`config.mk`:
```
export PLATFORM = sky130hd
export DESIGN_NAME = dual_timer
export DESIGN_NICKNAME = d
export VERILOG_FILES = /design/src/inc/dual_timer_pkg.sv /design/src/design/timer_unit.sv /design/src/design/dual_timer.sv
export VERILOG_INCLUDE_DIRS = /design/src /design/src/inc
export SDC_FILE = /design/constraint.sdc
export NUM_CORES = 1
export LEC_CHECK = 0
export ABC_AREA = 0
export ABC_CLOCK_PERIOD_IN_PS = 2900
export BUFFER_PORTS_ARGS = -buffer_cell sky130_fd_sc_hd__buf_2
export CORE_MARGIN = 4
export CORE_UTILIZATION = 51
export CTS_CLUSTER_SIZE = 10
export DETAILED_ROUTE_END_ITERATION = 10
export PLACE_DENSITY_LB_ADDON = 0.12
export SETUP_SLACK_MARGIN = 0.5
export SLEW_MARGIN = 20
export SYNTH_ARGS = -nofsm -noshare
export SYNTH_HDL_FRONTEND = slang
export SYNTH_HIERARCHICAL = 1
export SYNTH_SLANG_ARGS = --single-unit
```
`constraint.sdc`:
```
create_clock -name clk_sys_in -period 2.9 [get_ports clk_sys_in]
set_input_delay 0.58 -clock clk_sys_in [delete_from_list [all_inputs] [get_ports clk_sys_in]]
set_output_delay 0.58 -clock clk_sys_in [all_outputs]
set_load 0.02 [all_outputs]
```
`src/inc/dual_timer_params.svh`:
```
// Register indices, field positions, reset values and prescaler taps for the dual timer
`ifndef DUAL_TIMER_PARAMS_SVH
`define DUAL_TIMER_PARAMS_SVH
// Register indices; the byte address is four times the index
`define IDX_PERIOD_A 8'h14
`define IDX_PULSE_A 8'h18
`define IDX_CTRL_A 8'h27
`define IDX_CTRL_B 8'h28
`define IDX_PERIOD_B 8'h16
`define IDX_PULSE_B 8'h1A
`define IDX_COUNT 8'h30
`define IDX_CONFIG 8'h31
// Reset values
`define RST_COMPARE 8'hFF
`define RST_CTRL 8'h00
// Control register fields
`define CTRL_PRESET_BIT 7
`define CTRL_CLK_HI 6
`define CTRL_CLK_LO 4
`define CTRL_RUN_BIT 3
`define CTRL_MODE_HI 2
`define CTRL_MODE_LO 0
// Config register fields
`define CFG_PRESCALER_BIT 0
`define CFG_SLOW_BIT 1
// Prescaler taps: high_freq_clock divided by 2^n
`define PRE_WIDTH 11
`define TAP_DIV11 11
`define TAP_DIV7 7
`define TAP_DIV5 5
`define TAP_DIV3 3
`define LOWF_DIV_WIDTH 3
// Response codes
`define RESP_OKAY 2'h0
`define RESP_SLVERR 2'h2
`endif

```
`src/inc/dual_timer_pkg.sv`:
```
// Types shared by the dual timer design files
package dual_timer_pkg;
    // Clock source codes
    typedef enum logic [2:0] {
        CLK_DIV11_OR_LOWF8 = 3'h0,
        CLK_DIV7 = 3'h1,
        CLK_DIV5 = 3'h2,
        CLK_DIV3 = 3'h3,
        CLK_LOWF = 3'h4,
        CLK_DIV1 = 3'h5,
        CLK_UNDIV = 3'h6,
        CLK_PIN = 3'h7
    } clk_sel_t;
    // Unit A modes
    typedef enum logic [2:0] {
        MODE_A_TIMER = 3'h0,
        MODE_A_DIVIDER = 3'h1,
        MODE_A_PWM = 3'h2,
        MODE_A_CASCADE = 3'h3
    } mode_a_t;
    // Unit B modes
    typedef enum logic [2:0] {
        MODE_B_TIMER = 3'h0,
        MODE_B_DIVIDER = 3'h1,
        MODE_B_PWM = 3'h2,
        MODE_B_RESERVED = 3'h3,
        MODE_B_TIMER16 = 3'h4,
        MODE_B_WARMUP = 3'h5,
        MODE_B_PWM16 = 3'h6,
        MODE_B_PULSE16 = 3'h7
    } mode_b_t;
    // Width of one counter unit
    typedef logic [7:0] count_t;
endpackage : dual_timer_pkg

```
`src/design/timer_unit.sv`:
```
// One 8-bit up counter with period compare and a toggling output flip-flop
`timescale 1ns/1ns
module timer_unit #(
    parameter int WIDTH = 8
) (
    input wire logic clk_sys_in,
    input wire logic nrst_in,
    input wire logic ce_in,
    input wire logic run_in,
    input wire logic tick_in,
    input wire logic cmp_en_in,
    input wire logic clr_in,
    input wire logic preset_in,
    input wire logic [WIDTH-1:0] period_in,
    output logic [WIDTH-1:0] count_out,
    output logic ovf_out,
    output logic match_out,
    output logic ff_out
);
    logic [WIDTH-1:0] count_r; // Running count
    logic ff_r; // Output flip-flop

    // Wrap pulse feeds a cascaded upper unit
    assign ovf_out = run_in && tick_in && (&count_r);
    // Compare hit, only when the unit compares on its own
    assign match_out = run_in && tick_in && cmp_en_in && (count_r == period_in);
    assign count_out = count_r;
    assign ff_out = ff_r;

    // Counter: stopped clears it, a hit returns it to zero
    always_ff @(posedge clk_sys_in or negedge nrst_in) begin
        if (!nrst_in) begin
            count_r <= '0;
        end else if (ce_in) begin
            if (!run_in) begin
                count_r <= '0;
            end else if (clr_in || match_out) begin
                count_r <= '0;
            end else if (tick_in) begin
                count_r <= count_r + 1'b1;
            end
        end
    end

    // Flip-flop follows the preset while stopped and toggles on each hit
    always_ff @(posedge clk_sys_in or negedge nrst_in) begin
        if (!nrst_in) begin
            ff_r <= 1'b0;
        end else if (ce_in) begin
            if (!run_in) begin
                ff_r <= preset_in;
            end else if (clr_in || match_out) begin
                ff_r <= ~ff_r;
            end
        end
    end
endmodule : timer_unit

```
`src/design/dual_timer.sv`:
```
// Dual 8-bit timer with cascade into 16 bits, behind an AXI4-Lite register slave
//
// Contract
// - Period and pulse A registers, reset all ones
// - Control A resets to zero, stopped
// - Clock select picks prescaled, low, or pin
// - Run low stops and clears; high counts
// - Mode A field: timer, divider, PWM, cascade
// - Cascade needs mode A 011; B picks mode
// - Cascade: clock from A, run from B
// - Unit B has control, period, pulse registers
// - Mode B field covers eight modes
// - Mode B top bit clocks B from A wrap
`timescale 1ns/1ns
`include "dual_timer_params.svh"
module dual_timer (
    input wire logic clk_sys_in,
    input wire logic nrst_in,
    input wire logic ce_in,
    input wire logic low_freq_clock_in,
    input wire logic pin_a_in,
    input wire logic pin_b_in,
    input wire logic [7:0] s_axi_awaddr,
    input wire logic s_axi_awvalid,
    output logic s_axi_awready,
    input wire logic [31:0] s_axi_wdata,
    input wire logic [3:0] s_axi_wstrb,
    input wire logic s_axi_wvalid,
    output logic s_axi_wready,
    output logic [1:0] s_axi_bresp,
    output logic s_axi_bvalid,
    input wire logic s_axi_bready,
    input wire logic [7:0] s_axi_araddr,
    input wire logic s_axi_arvalid,
    output logic s_axi_arready,
    output logic [31:0] s_axi_rdata,
    output logic [1:0] s_axi_rresp,
    output logic s_axi_rvalid,
    input wire logic s_axi_rready,
    output logic flipflop_a_out,
    output logic flipflop_b_out
);
    import dual_timer_pkg::*;

    logic [7:0] period_compare_a_r; // Period compare A
    logic [7:0] pulse_compare_a_r; // Pulse compare A, kept for PWM modes
    logic [7:0] period_compare_b_r; // Period compare B
    logic [7:0] pulse_compare_b_r; // Pulse compare B
    logic [7:0] timer_a_control_r; // Control A
    logic [7:0] timer_b_control_r; // Control B
    logic [1:0] config_r; // Prescaler select and slow-mode bits
    logic [`PRE_WIDTH-1:0] pre_r; // Free-running divider of the system clock
    logic [`LOWF_DIV_WIDTH-1:0] lowf_div_r; // Divider of low-frequency edges
    logic [2:0] lowf_sync_r; // Two sync stages plus edge history
    logic [2:0] pin_a_sync_r; // Pin A sync and history
    logic [2:0] pin_b_sync_r; // Pin B sync and history
    logic lowf_edge, lowf_div_tick, pin_a_edge, pin_b_edge;
    logic cascade, run_a, run_b, tick_a, tick_b, ovf_a, match16, clr16;
    count_t count_a, count_b;
    logic [7:0] aw_addr_r; // Captured write address
    logic aw_held_r; // Write address taken, waiting for data
    logic [7:0] w_data_r; // Captured write data, low byte
    logic w_strb_r; // Low-lane strobe of captured data
    logic w_held_r; // Write data taken, waiting for address
    logic do_write;
    logic [7:0] wr_idx, rd_idx;
    logic [31:0] rd_word;
    logic rd_hit;

    // Synchronisers: only the third stage history is compared with the second
    always_ff @(posedge clk_sys_in or negedge nrst_in) begin
        if (!nrst_in) begin
            lowf_sync_r <= 3'h0;
            pin_a_sync_r <= 3'h0;
            pin_b_sync_r <= 3'h0;
        end else if (ce_in) begin
            lowf_sync_r <= {lowf_sync_r[1:0], low_freq_clock_in};
            pin_a_sync_r <= {pin_a_sync_r[1:0], pin_a_in};
            pin_b_sync_r <= {pin_b_sync_r[1:0], pin_b_in};
        end
    end
    // Rising edges, seen only after both sync flops
    assign lowf_edge = lowf_sync_r[1] && !lowf_sync_r[2];
    assign pin_a_edge = pin_a_sync_r[1] && !pin_a_sync_r[2];
    assign pin_b_edge = pin_b_sync_r[1] && !pin_b_sync_r[2];

    // Prescalers; the system clock stands in for the high-frequency clock
    always_ff @(posedge clk_sys_in or negedge nrst_in) begin
        if (!nrst_in) begin
            pre_r <= '0;
            lowf_div_r <= '0;
        end else if (ce_in) begin
            pre_r <= pre_r + 1'b1;
            if (lowf_edge) begin
                lowf_div_r <= lowf_div_r + 1'b1;
            end
        end
    end
    assign lowf_div_tick = lowf_edge && (&lowf_div_r);

    // Source tick for a clock select code
    function automatic logic src_tick(input logic [2:0] sel, input logic pin_edge);
        logic slow_or_psel;
        slow_or_psel = config_r[`CFG_PRESCALER_BIT] || config_r[`CFG_SLOW_BIT];
        unique case (clk_sel_t'(sel))
            CLK_DIV11_OR_LOWF8: src_tick = slow_or_psel ? lowf_div_tick
                                                        : &pre_r[`TAP_DIV11-1:0];
            CLK_DIV7: src_tick = &pre_r[`TAP_DIV7-1:0];
            CLK_DIV5: src_tick = &pre_r[`TAP_DIV5-1:0];
            CLK_DIV3: src_tick = &pre_r[`TAP_DIV3-1:0];
            CLK_LOWF: src_tick = lowf_edge;
            CLK_DIV1: src_tick = pre_r[0];
            CLK_UNDIV: src_tick = 1'b1;
            CLK_PIN: src_tick = pin_edge;
        endcase
    endfunction : src_tick

    // Cascade steering: A takes its run from B but keeps its own source
    assign cascade = (timer_a_control_r[`CTRL_MODE_HI:`CTRL_MODE_LO] == MODE_A_CASCADE);
    assign run_b = timer_b_control_r[`CTRL_RUN_BIT];
    assign run_a = cascade ? run_b : timer_a_control_r[`CTRL_RUN_BIT];
    assign tick_a = src_tick(timer_a_control_r[`CTRL_CLK_HI:`CTRL_CLK_LO], pin_a_edge);
    // Upper-mode B counts A wraps and ignores its own select
    assign tick_b = timer_b_control_r[`CTRL_MODE_HI] ? ovf_a
                  : src_tick(timer_b_control_r[`CTRL_CLK_HI:`CTRL_CLK_LO], pin_b_edge);
    // 16-bit compare on the combined count, at an A source tick
    assign match16 = cascade && timer_b_control_r[`CTRL_MODE_HI] && run_b && tick_a
                  && ({count_b, count_a} == {period_compare_b_r, period_compare_a_r});
    assign clr16 = match16;

    // Lower unit; wraps freely while cascaded so B sees its overflow
    timer_unit #(.WIDTH(8)) unit_a (
        .clk_sys_in(clk_sys_in),
        .nrst_in(nrst_in),
        .ce_in(ce_in),
        .run_in(run_a),
        .tick_in(tick_a),
        .cmp_en_in(!cascade),
        .clr_in(clr16),
        .preset_in(timer_a_control_r[`CTRL_PRESET_BIT]),
        .period_in(period_compare_a_r),
        .count_out(count_a),
        .ovf_out(ovf_a),
        .match_out(),
        .ff_out(flipflop_a_out)
    );

    // Upper unit; B preset drives the output in 16-bit operation
    timer_unit #(.WIDTH(8)) unit_b (
        .clk_sys_in(clk_sys_in),
        .nrst_in(nrst_in),
        .ce_in(ce_in),
        .run_in(run_b),
        .tick_in(tick_b),
        .cmp_en_in(!timer_b_control_r[`CTRL_MODE_HI]),
        .clr_in(clr16),
        .preset_in(timer_b_control_r[`CTRL_PRESET_BIT]),
        .period_in(period_compare_b_r),
        .count_out(count_b),
        .ovf_out(),
        .match_out(),
        .ff_out(flipflop_b_out)
    );

    // Write channel: address and data are taken in either order
    // Readies drop while frozen, so a master never sees a handshake that is not stored
    assign s_axi_awready = ce_in && !aw_held_r && !s_axi_bvalid;
    assign s_axi_wready = ce_in && !w_held_r && !s_axi_bvalid;
    assign do_write = aw_held_r && w_held_r;
    assign wr_idx = {2'h0, aw_addr_r[7:2]};

    // Capture of write address and data, released by the response
    always_ff @(posedge clk_sys_in or negedge nrst_in) begin
        if (!nrst_in) begin
            aw_addr_r <= 8'h00;
            aw_held_r <= 1'b0;
            w_data_r <= 8'h00;
            w_strb_r <= 1'b0;
            w_held_r <= 1'b0;
            s_axi_bvalid <= 1'b0;
            s_axi_bresp <= `RESP_OKAY;
        end else if (ce_in) begin
            if (s_axi_awvalid && s_axi_awready) begin
                aw_addr_r <= s_axi_awaddr;
                aw_held_r <= 1'b1;
            end
            if (s_axi_wvalid && s_axi_wready) begin
                w_data_r <= s_axi_wdata[7:0];
                w_strb_r <= s_axi_wstrb[0];
                w_held_r <= 1'b1;
            end
            if (do_write) begin
                aw_held_r <= 1'b0;
                w_held_r <= 1'b0;
                s_axi_bvalid <= 1'b1;
                // Unmapped and read-only words answer with an error
                case (wr_idx)
                    `IDX_PERIOD_A, `IDX_PULSE_A, `IDX_CTRL_A, `IDX_CTRL_B,
                    `IDX_PERIOD_B, `IDX_PULSE_B, `IDX_CONFIG: s_axi_bresp <= `RESP_OKAY;
                    default: s_axi_bresp <= `RESP_SLVERR;
                endcase
            end else if (s_axi_bvalid && s_axi_bready) begin
                s_axi_bvalid <= 1'b0;
            end
        end
    end

    // Register store; no write is blocked while running, that discipline is software's
    always_ff @(posedge clk_sys_in or negedge nrst_in) begin
        if (!nrst_in) begin
            period_compare_a_r <= `RST_COMPARE;
            pulse_compare_a_r <= `RST_COMPARE;
            period_compare_b_r <= `RST_COMPARE;
            pulse_compare_b_r <= `RST_COMPARE;
            timer_a_control_r <= `RST_CTRL;
            timer_b_control_r <= `RST_CTRL;
            config_r <= 2'h0;
        end else if (ce_in && do_write && w_strb_r) begin
            case (wr_idx)
                `IDX_PERIOD_A: period_compare_a_r <= w_data_r;
                `IDX_PULSE_A: pulse_compare_a_r <= w_data_r;
                `IDX_CTRL_A: timer_a_control_r <= w_data_r;
                `IDX_CTRL_B: timer_b_control_r <= w_data_r;
                `IDX_PERIOD_B: period_compare_b_r <= w_data_r;
                `IDX_PULSE_B: pulse_compare_b_r <= w_data_r;
                `IDX_CONFIG: config_r <= w_data_r[1:0];
                default: ;
            endcase
        end
    end

    // Read decode; counts show the live state of both units
    assign rd_idx = {2'h0, s_axi_araddr[7:2]};
    always_comb begin
        rd_hit = 1'b1;
        rd_word = 32'h0000_0000;
        case (rd_idx)
            `IDX_PERIOD_A: rd_word[7:0] = period_compare_a_r;
            `IDX_PULSE_A: rd_word[7:0] = pulse_compare_a_r;
            `IDX_CTRL_A: rd_word[7:0] = timer_a_control_r;
            `IDX_CTRL_B: rd_word[7:0] = timer_b_control_r;
            `IDX_PERIOD_B: rd_word[7:0] = period_compare_b_r;
            `IDX_PULSE_B: rd_word[7:0] = pulse_compare_b_r;
            `IDX_COUNT: rd_word[15:0] = {count_b, count_a};
            `IDX_CONFIG: rd_word[1:0] = config_r;
            default: rd_hit = 1'b0;
        endcase
    end

    // Read channel: one cycle from address to data
    assign s_axi_arready = ce_in && !s_axi_rvalid;
    always_ff @(posedge clk_sys_in or negedge nrst_in) begin
        if (!nrst_in) begin
            s_axi_rvalid <= 1'b0;
            s_axi_rdata <= 32'h0000_0000;
            s_axi_rresp <= `RESP_OKAY;
        end else if (ce_in) begin
            if (s_axi_arvalid && s_axi_arready) begin
                s_axi_rvalid <= 1'b1;
                s_axi_rdata <= rd_word;
                s_axi_rresp <= rd_hit ? `RESP_OKAY : `RESP_SLVERR;
            end else if (s_axi_rvalid && s_axi_rready) begin
                s_axi_rvalid <= 1'b0;
            end
        end
    end
endmodule : dual_timer

```
== Word-level counts from Yosys, hierarchy flattened ==
Index checks and enable logic that the tools add are counted.
Word-level totals
  register bits: 132
  bits of input ports: 63
  output and inout port bits: 43
Operators by class
  add/subtract/negate cells: 4
  equal/unequal tests: 37
  multiplexer cells: 29
  bitwise logic cells: 2
  reduce and logical (&&, ||, !) cells: 74
Operator list (number)
  8-bit two-way mux: 7
  6-bit by 5-bit equality test with 1-bit output, second input constant: 8
  6-bit equality test, second input constant: 7
  6-bit case mux with 7 select lines: 1
  2-bit AND reduction: 20
  1-bit logical AND: 28
  3-bit equality test, second input constant: 8
  8-bit by 1-bit adder with 8-bit output, second input constant: 2
  16-bit equality test: 1
  8-bit equality test: 2
  1-bit two-way mux: 16
  1-bit case mux with 8 select lines: 2
  2-bit case mux with 8 select lines: 1
  3-bit by 2-bit equality test with 1-bit output, second input constant: 5
  11-bit by 1-bit adder with 11-bit output, second input constant: 1
  11-bit AND reduction: 1
  1-bit logical NOT: 9
  8-bit AND reduction: 1
  2-bit nonzero test: 4
  8-bit OR reduction: 1
  7-bit AND reduction: 1
  7-bit OR reduction: 1
  3-bit by 1-bit equality test with 1-bit output, second input constant: 2
  3-bit logical NOT: 2
  10 further kinds: 15

== Longest topological paths before layout ==
  depth in word-level cells: 14
  depth in mapped cells: 16
  depth with buffers taken out: 16

== By module ==
Netlist, hierarchy kept.
By module, submodules not included
  dual_timer: instances 1, cells an instance 461, area each 5416.4 um2
  timer_unit: instances 2, cells an instance 66, area each 604.3 um2

== Worst setup path before layout ==
OpenSTA, ideal clock, no wires.
  path type: reg-to-reg
  start point: register pre_r[0]
  end point: register unit_b.ff_r, in the netlist unit_b/ff_out
  setup time: 0.104 ns
  arrival time: 3.037 ns
  required time: 2.796 ns
  path slack: -0.241 ns
  stages on the path, launching flop included: 14
  period minus slack after synthesis: 3.141 ns
  cell sequence: dfrtp_1 ha_1 nand3_1 or2_2 a221oi_1 a2bb2oi_1 nand4_1 nor2_1 nand2_1 o31ai_1 and3_1 nand4_1 o41a_1 a221oi_1
Between the ends
  cells in the longest elaborated chain, start to end: 12
  elaborated cells on any way between the ends: 18
  classes of those cells: eq/ne: 1; mux: 4; reduce/logical: 13
Ends and longest elaborated chain
  start, declared: RTL line dual_timer.sv:52  | logic [`PRE_WIDTH-1:0] pre_r;
  start signal, assigned: RTL line dual_timer.sv:93  | pre_r <= pre_r + 1'b1;
  11-bit AND reduction: RTL line dual_timer.sv:107  | : &pre_r[`TAP_DIV11-1:0];
  1-bit two-way mux: RTL line dual_timer.sv:106  | CLK_DIV11_OR_LOWF8: src_tick = slow_or_psel ? lowf_div_tick
  1-bit case mux with 8 select lines *: RTL line dual_timer.sv:105  | unique case (clk_sel_t'(sel))
  net tick_a: RTL line dual_timer.sv:58  | logic cascade, run_a, run_b, tick_a, tick_b, ovf_a, match16, clr16;
  1-bit logical AND * (2 in series): RTL line timer_unit.sv:24  | assign ovf_out = run_in && tick_in && (&count_r);
  net ovf_a: RTL line dual_timer.sv:58
  1-bit two-way mux *: RTL line dual_timer.sv:124  | assign tick_b = timer_b_control_r[`CTRL_MODE_HI] ? ovf_a
  net tick_b: RTL line dual_timer.sv:58
  1-bit logical AND * (3 in series): RTL line timer_unit.sv:26  | assign match_out = run_in && tick_in && cmp_en_in && (count_r == period_in);
  1-bit logical OR *: RTL line timer_unit.sv:52  | end else if (clr_in || match_out) begin
  2-bit by 1-bit != test with 1-bit output (no source line) *
  2-bit AND reduction (no source line) *
  end signal, assigned: RTL line timer_unit.sv:51  | ff_r <= preset_in;
  end signal, assigned: RTL line timer_unit.sv:53  | ff_r <= ~ff_r;
  end, declared: RTL line timer_unit.sv:21  | logic ff_r;
Mark *: on every way through the listed nets, which the timed path passes. The rest lies on a longest branch.
A chain may end at the register's enable or synchronous reset.

== Worst setup path in the final report ==
  start point: register pre_r[1]
  end point: register unit_b.ff_r, in the netlist unit_b/ff_out
The elaborated chain is that of the path after synthesis.

==> results.txt <==
run status: complete, but fails checks
violated checks: negative setup slack
leak pwr: 3.510 nW
first-pass GRT wire length: 25540 um
Worst-Margin Slew: 0.7068 ns
TritonCTS clock tree: done
met1 usage: 30.23%
clock skew: 0.008878 ns
mapped cell area: 6611 um^2
clock share of power: 33.7%
Pint: 0.004133 W
Power Density: 759.6 nW/um^2
Max Freq: 340.7 MHz
Final Max Tran Viols: 0
clock-pin slew of the registers on the worst-case setup and hold paths: 0.06 ns
largest net degree at the start of global routing: 55
Setup WS pre-CTS: -0.06149 ns
clock buffer depth: 2
Seq pwr share: 44.5%
final period utilization: 101.2%
total number of vias: 4969
Crit path required time: 3.23 ns
combinational share of power: 21.8%
fraction of layout cells with a size suffix above 1: 37.41%
switch share: 31.16%
fin crit period: 2.935 ns
met2 Resource Use GR: 36.60%
Root Buffer: clkbuf_16
PortBufs: 56
worst min-delay path class: input pin to asynchronous set/reset pin
Final Hold Viols: 0
# setup viols final: 1
DRT iter0 DRCs: 291
vias per cell: 5.785
RSZ-0062 raised after global routing: yes
area delta synth->final: 19.53%
Overflow after GRT: 0
critical path launch point: pre_r[1]$_DFFE_PN0P_
Routed WL per cell: 18.98 um
area of the die: 14850 um^2
cts bufs inserted: 17
chip width: 121.9 um
worst-path cell chain: ha_2 > nand3_2 > inv_2 > ha_4 > mux2_4 > o221ai_4 > o31ai_4 > a2bb2oi_2 > nand4_1 > nor2_1 > nand2_1 > o31ai_4 > and3_4 > nand4_1 > o41a_1 > a221oi_2
GRT Max-Usage Layer: met2
Placer Congestion: 0.9154
crit path kind: register to register
Post-DRT Antenna Nets: 0
DRT Pass-1 Iters: 4
Critical Path Max Stage Delay: 0.39 ns
PnR worst setup slack: -0.03539 ns
flop2flop setup slack: -0.04 ns
M3 GR Usage: 6.175%
# IOs: 106
Peak VDD IR: 0.5953 mV
fillers: 1051
sw power: 0.001870 W
GRT Overall Usage: 22.96%
Crit Path Max Fanout: 3
setup tns final: -0.03539 ns
DRC viols: 0
vias in the first global route: 4789
Die Span Y: 121.9 um
initial core utilization: 52.18%
Worst Path Arrival: 3.27 ns
Ys Warns: 6
Worst setup EP type: register
# rows: 41
core footprint: 12670 um^2
worst flop-to-flop path startpoint: pre_r[1]$_DFFE_PN0P_
antenna cells: 0
synthesized netlist cell count: 590
Final #Nets: 744
initial antenna violation count: 0
Worst path slowest cell: o41a_1
max_cap viols: 0
Final HPWL DP: 11440 um
Clk Latency, worst-skew pair: 0.43 ns
H-tree depth: 4
type of origin of the critical path: register
clock sink total: 128
Syn Area/Cell: 11.21 um^2
Rel. slew slack: 52.63%
WL final: 16310 um
==> power groups by stage <==
stage	Combinational, W	Clock, W	Sequential (W)
floorplan	0.000874	0	0.00255
global placement	0.00117	0	0.00265
detailed placement	0.00122	0	0.00268
CTS	0.00128	0.00206	0.00266
global route	0.00145	0.00215	0.00273
finish	0.00131	0.00202	0.00267
==> metal layers <==
layer	part of all wire (%)	wire length, um
met1	44	7172
met3	5.6	911
met5	0	0
met2	48	7837
met4	2.4	384
==> sequential cells by signal, indices dropped and copies added, names as in the netlist, 2 cells and up <==
name                count
pulse_compare_a_r       8
timer_a_control_r       8
unit_b/count_out        8
pulse_compare_b_r       8
unit_a/count_out        8
timer_b_control_r       8
lowf_sync_r             3
pin_b_sync_r            3
pin_a_sync_r            3
period_compare_b_r      8
w_data_r                8
period_compare_a_r      8
lowf_div_r              3
pre_r                  11
config_r                2
aw_addr_r               6
s_axi_rdata            16
==> per-stage QoR <==
| step | hold WS [ns] | power, W | cell area [um^2] | util, % | instances |
|---|---|---|---|---|---|
| after CTS | 0.1451 | 0.005998 | 7831 | 61.81 | 857 |
| after detailed placement | 0.4505 | 0.003905 | 7196 | 56.79 | 820 |
| after floorplan | 0.2844 | 0.003427 | 6724 | - | 607 |
| after global placement | 0.4445 | 0.003827 | 7196 | 56.79 | 820 |
| after global routing | 0.1723 | 0.006328 | 7903 | 62.37 | 859 |
| final | 0.1474 | 0.006003 | 7903 | 62.37 | 859 |
==> what timing repair did <==
action | CTS | global route
buffers inserted | 5 | 2
resized for setup | 8 | 14
setup endpoints to repair | 18 | 18
pin swaps | 4 | 2
hold buffers | 0 | 0
==> path summary, 6_finish.rpt <==
check                                                   endpoint  cells after the start
worst max-delay path                   unit_b/ff_out$_DFFE_PN0P_                     16
worst min-delay path                  s_axi_rdata[4]$_DFFE_PN0P_                      1
worst max register to register         unit_b/ff_out$_DFFE_PN0P_                     16
worst min register to register       s_axi_rdata[10]$_DFFE_PN0P_                      2
max in group asynchronous       pulse_compare_a_r[7]$_DFFE_PN1P_                      2
min in group clk_sys_in                 aw_addr_r[3]$_DFFE_PN0P_                      2
==> layout by cell type, fill, tap and decap left out, types with 6 or more instances in the layout <==
cell        n
dfstp_2    32
and3_1      7
a21oi_1    10
nand2_1    52
nand4_1    16
dfrtp_1    96
nor3_1      6
nand4bb_1   6
clkbuf_16  17
xor2_1     23
nor2_1     31
o21ai_0    11
a22oi_1    19
mux2_2     76
buf_4      23
inv_1       8
nand2b_1    8
nor2_2     10
xnor2_1    33
nand3_1    23
conb_1     18
buf_2      55
==> critical path: cells and delay by family (launching register included) <==
kind | cells | cell delay [ns]
AOI/OAI and AO/OA | 6 | 1.15
DFF | 1 | 0.35
and+or+nand+nor | 6 | 0.78
buffers and inverters | 1 | 0.09
adders and majority gates | 2 | 0.32
muxes | 1 | 0.15
==> cell type report <==
cell class | count | area, um^2 | area share, %
Multi-Input combinational cell | 436 | 3336 | 42.21
Timing Repair Buffer | 82 | 510.5 | 6.460
Tap cell | 172 | 215.2 | 2.723
Sequential cell | 128 | 3243 | 41.04
Inverter | 9 | 33.78 | 0.4275
Clock inverter | 6 | 55.05 | 0.6966
Clock buffer | 26 | 509.2 | 6.444
Note: power is estimated with default switching activity, not from simulation.
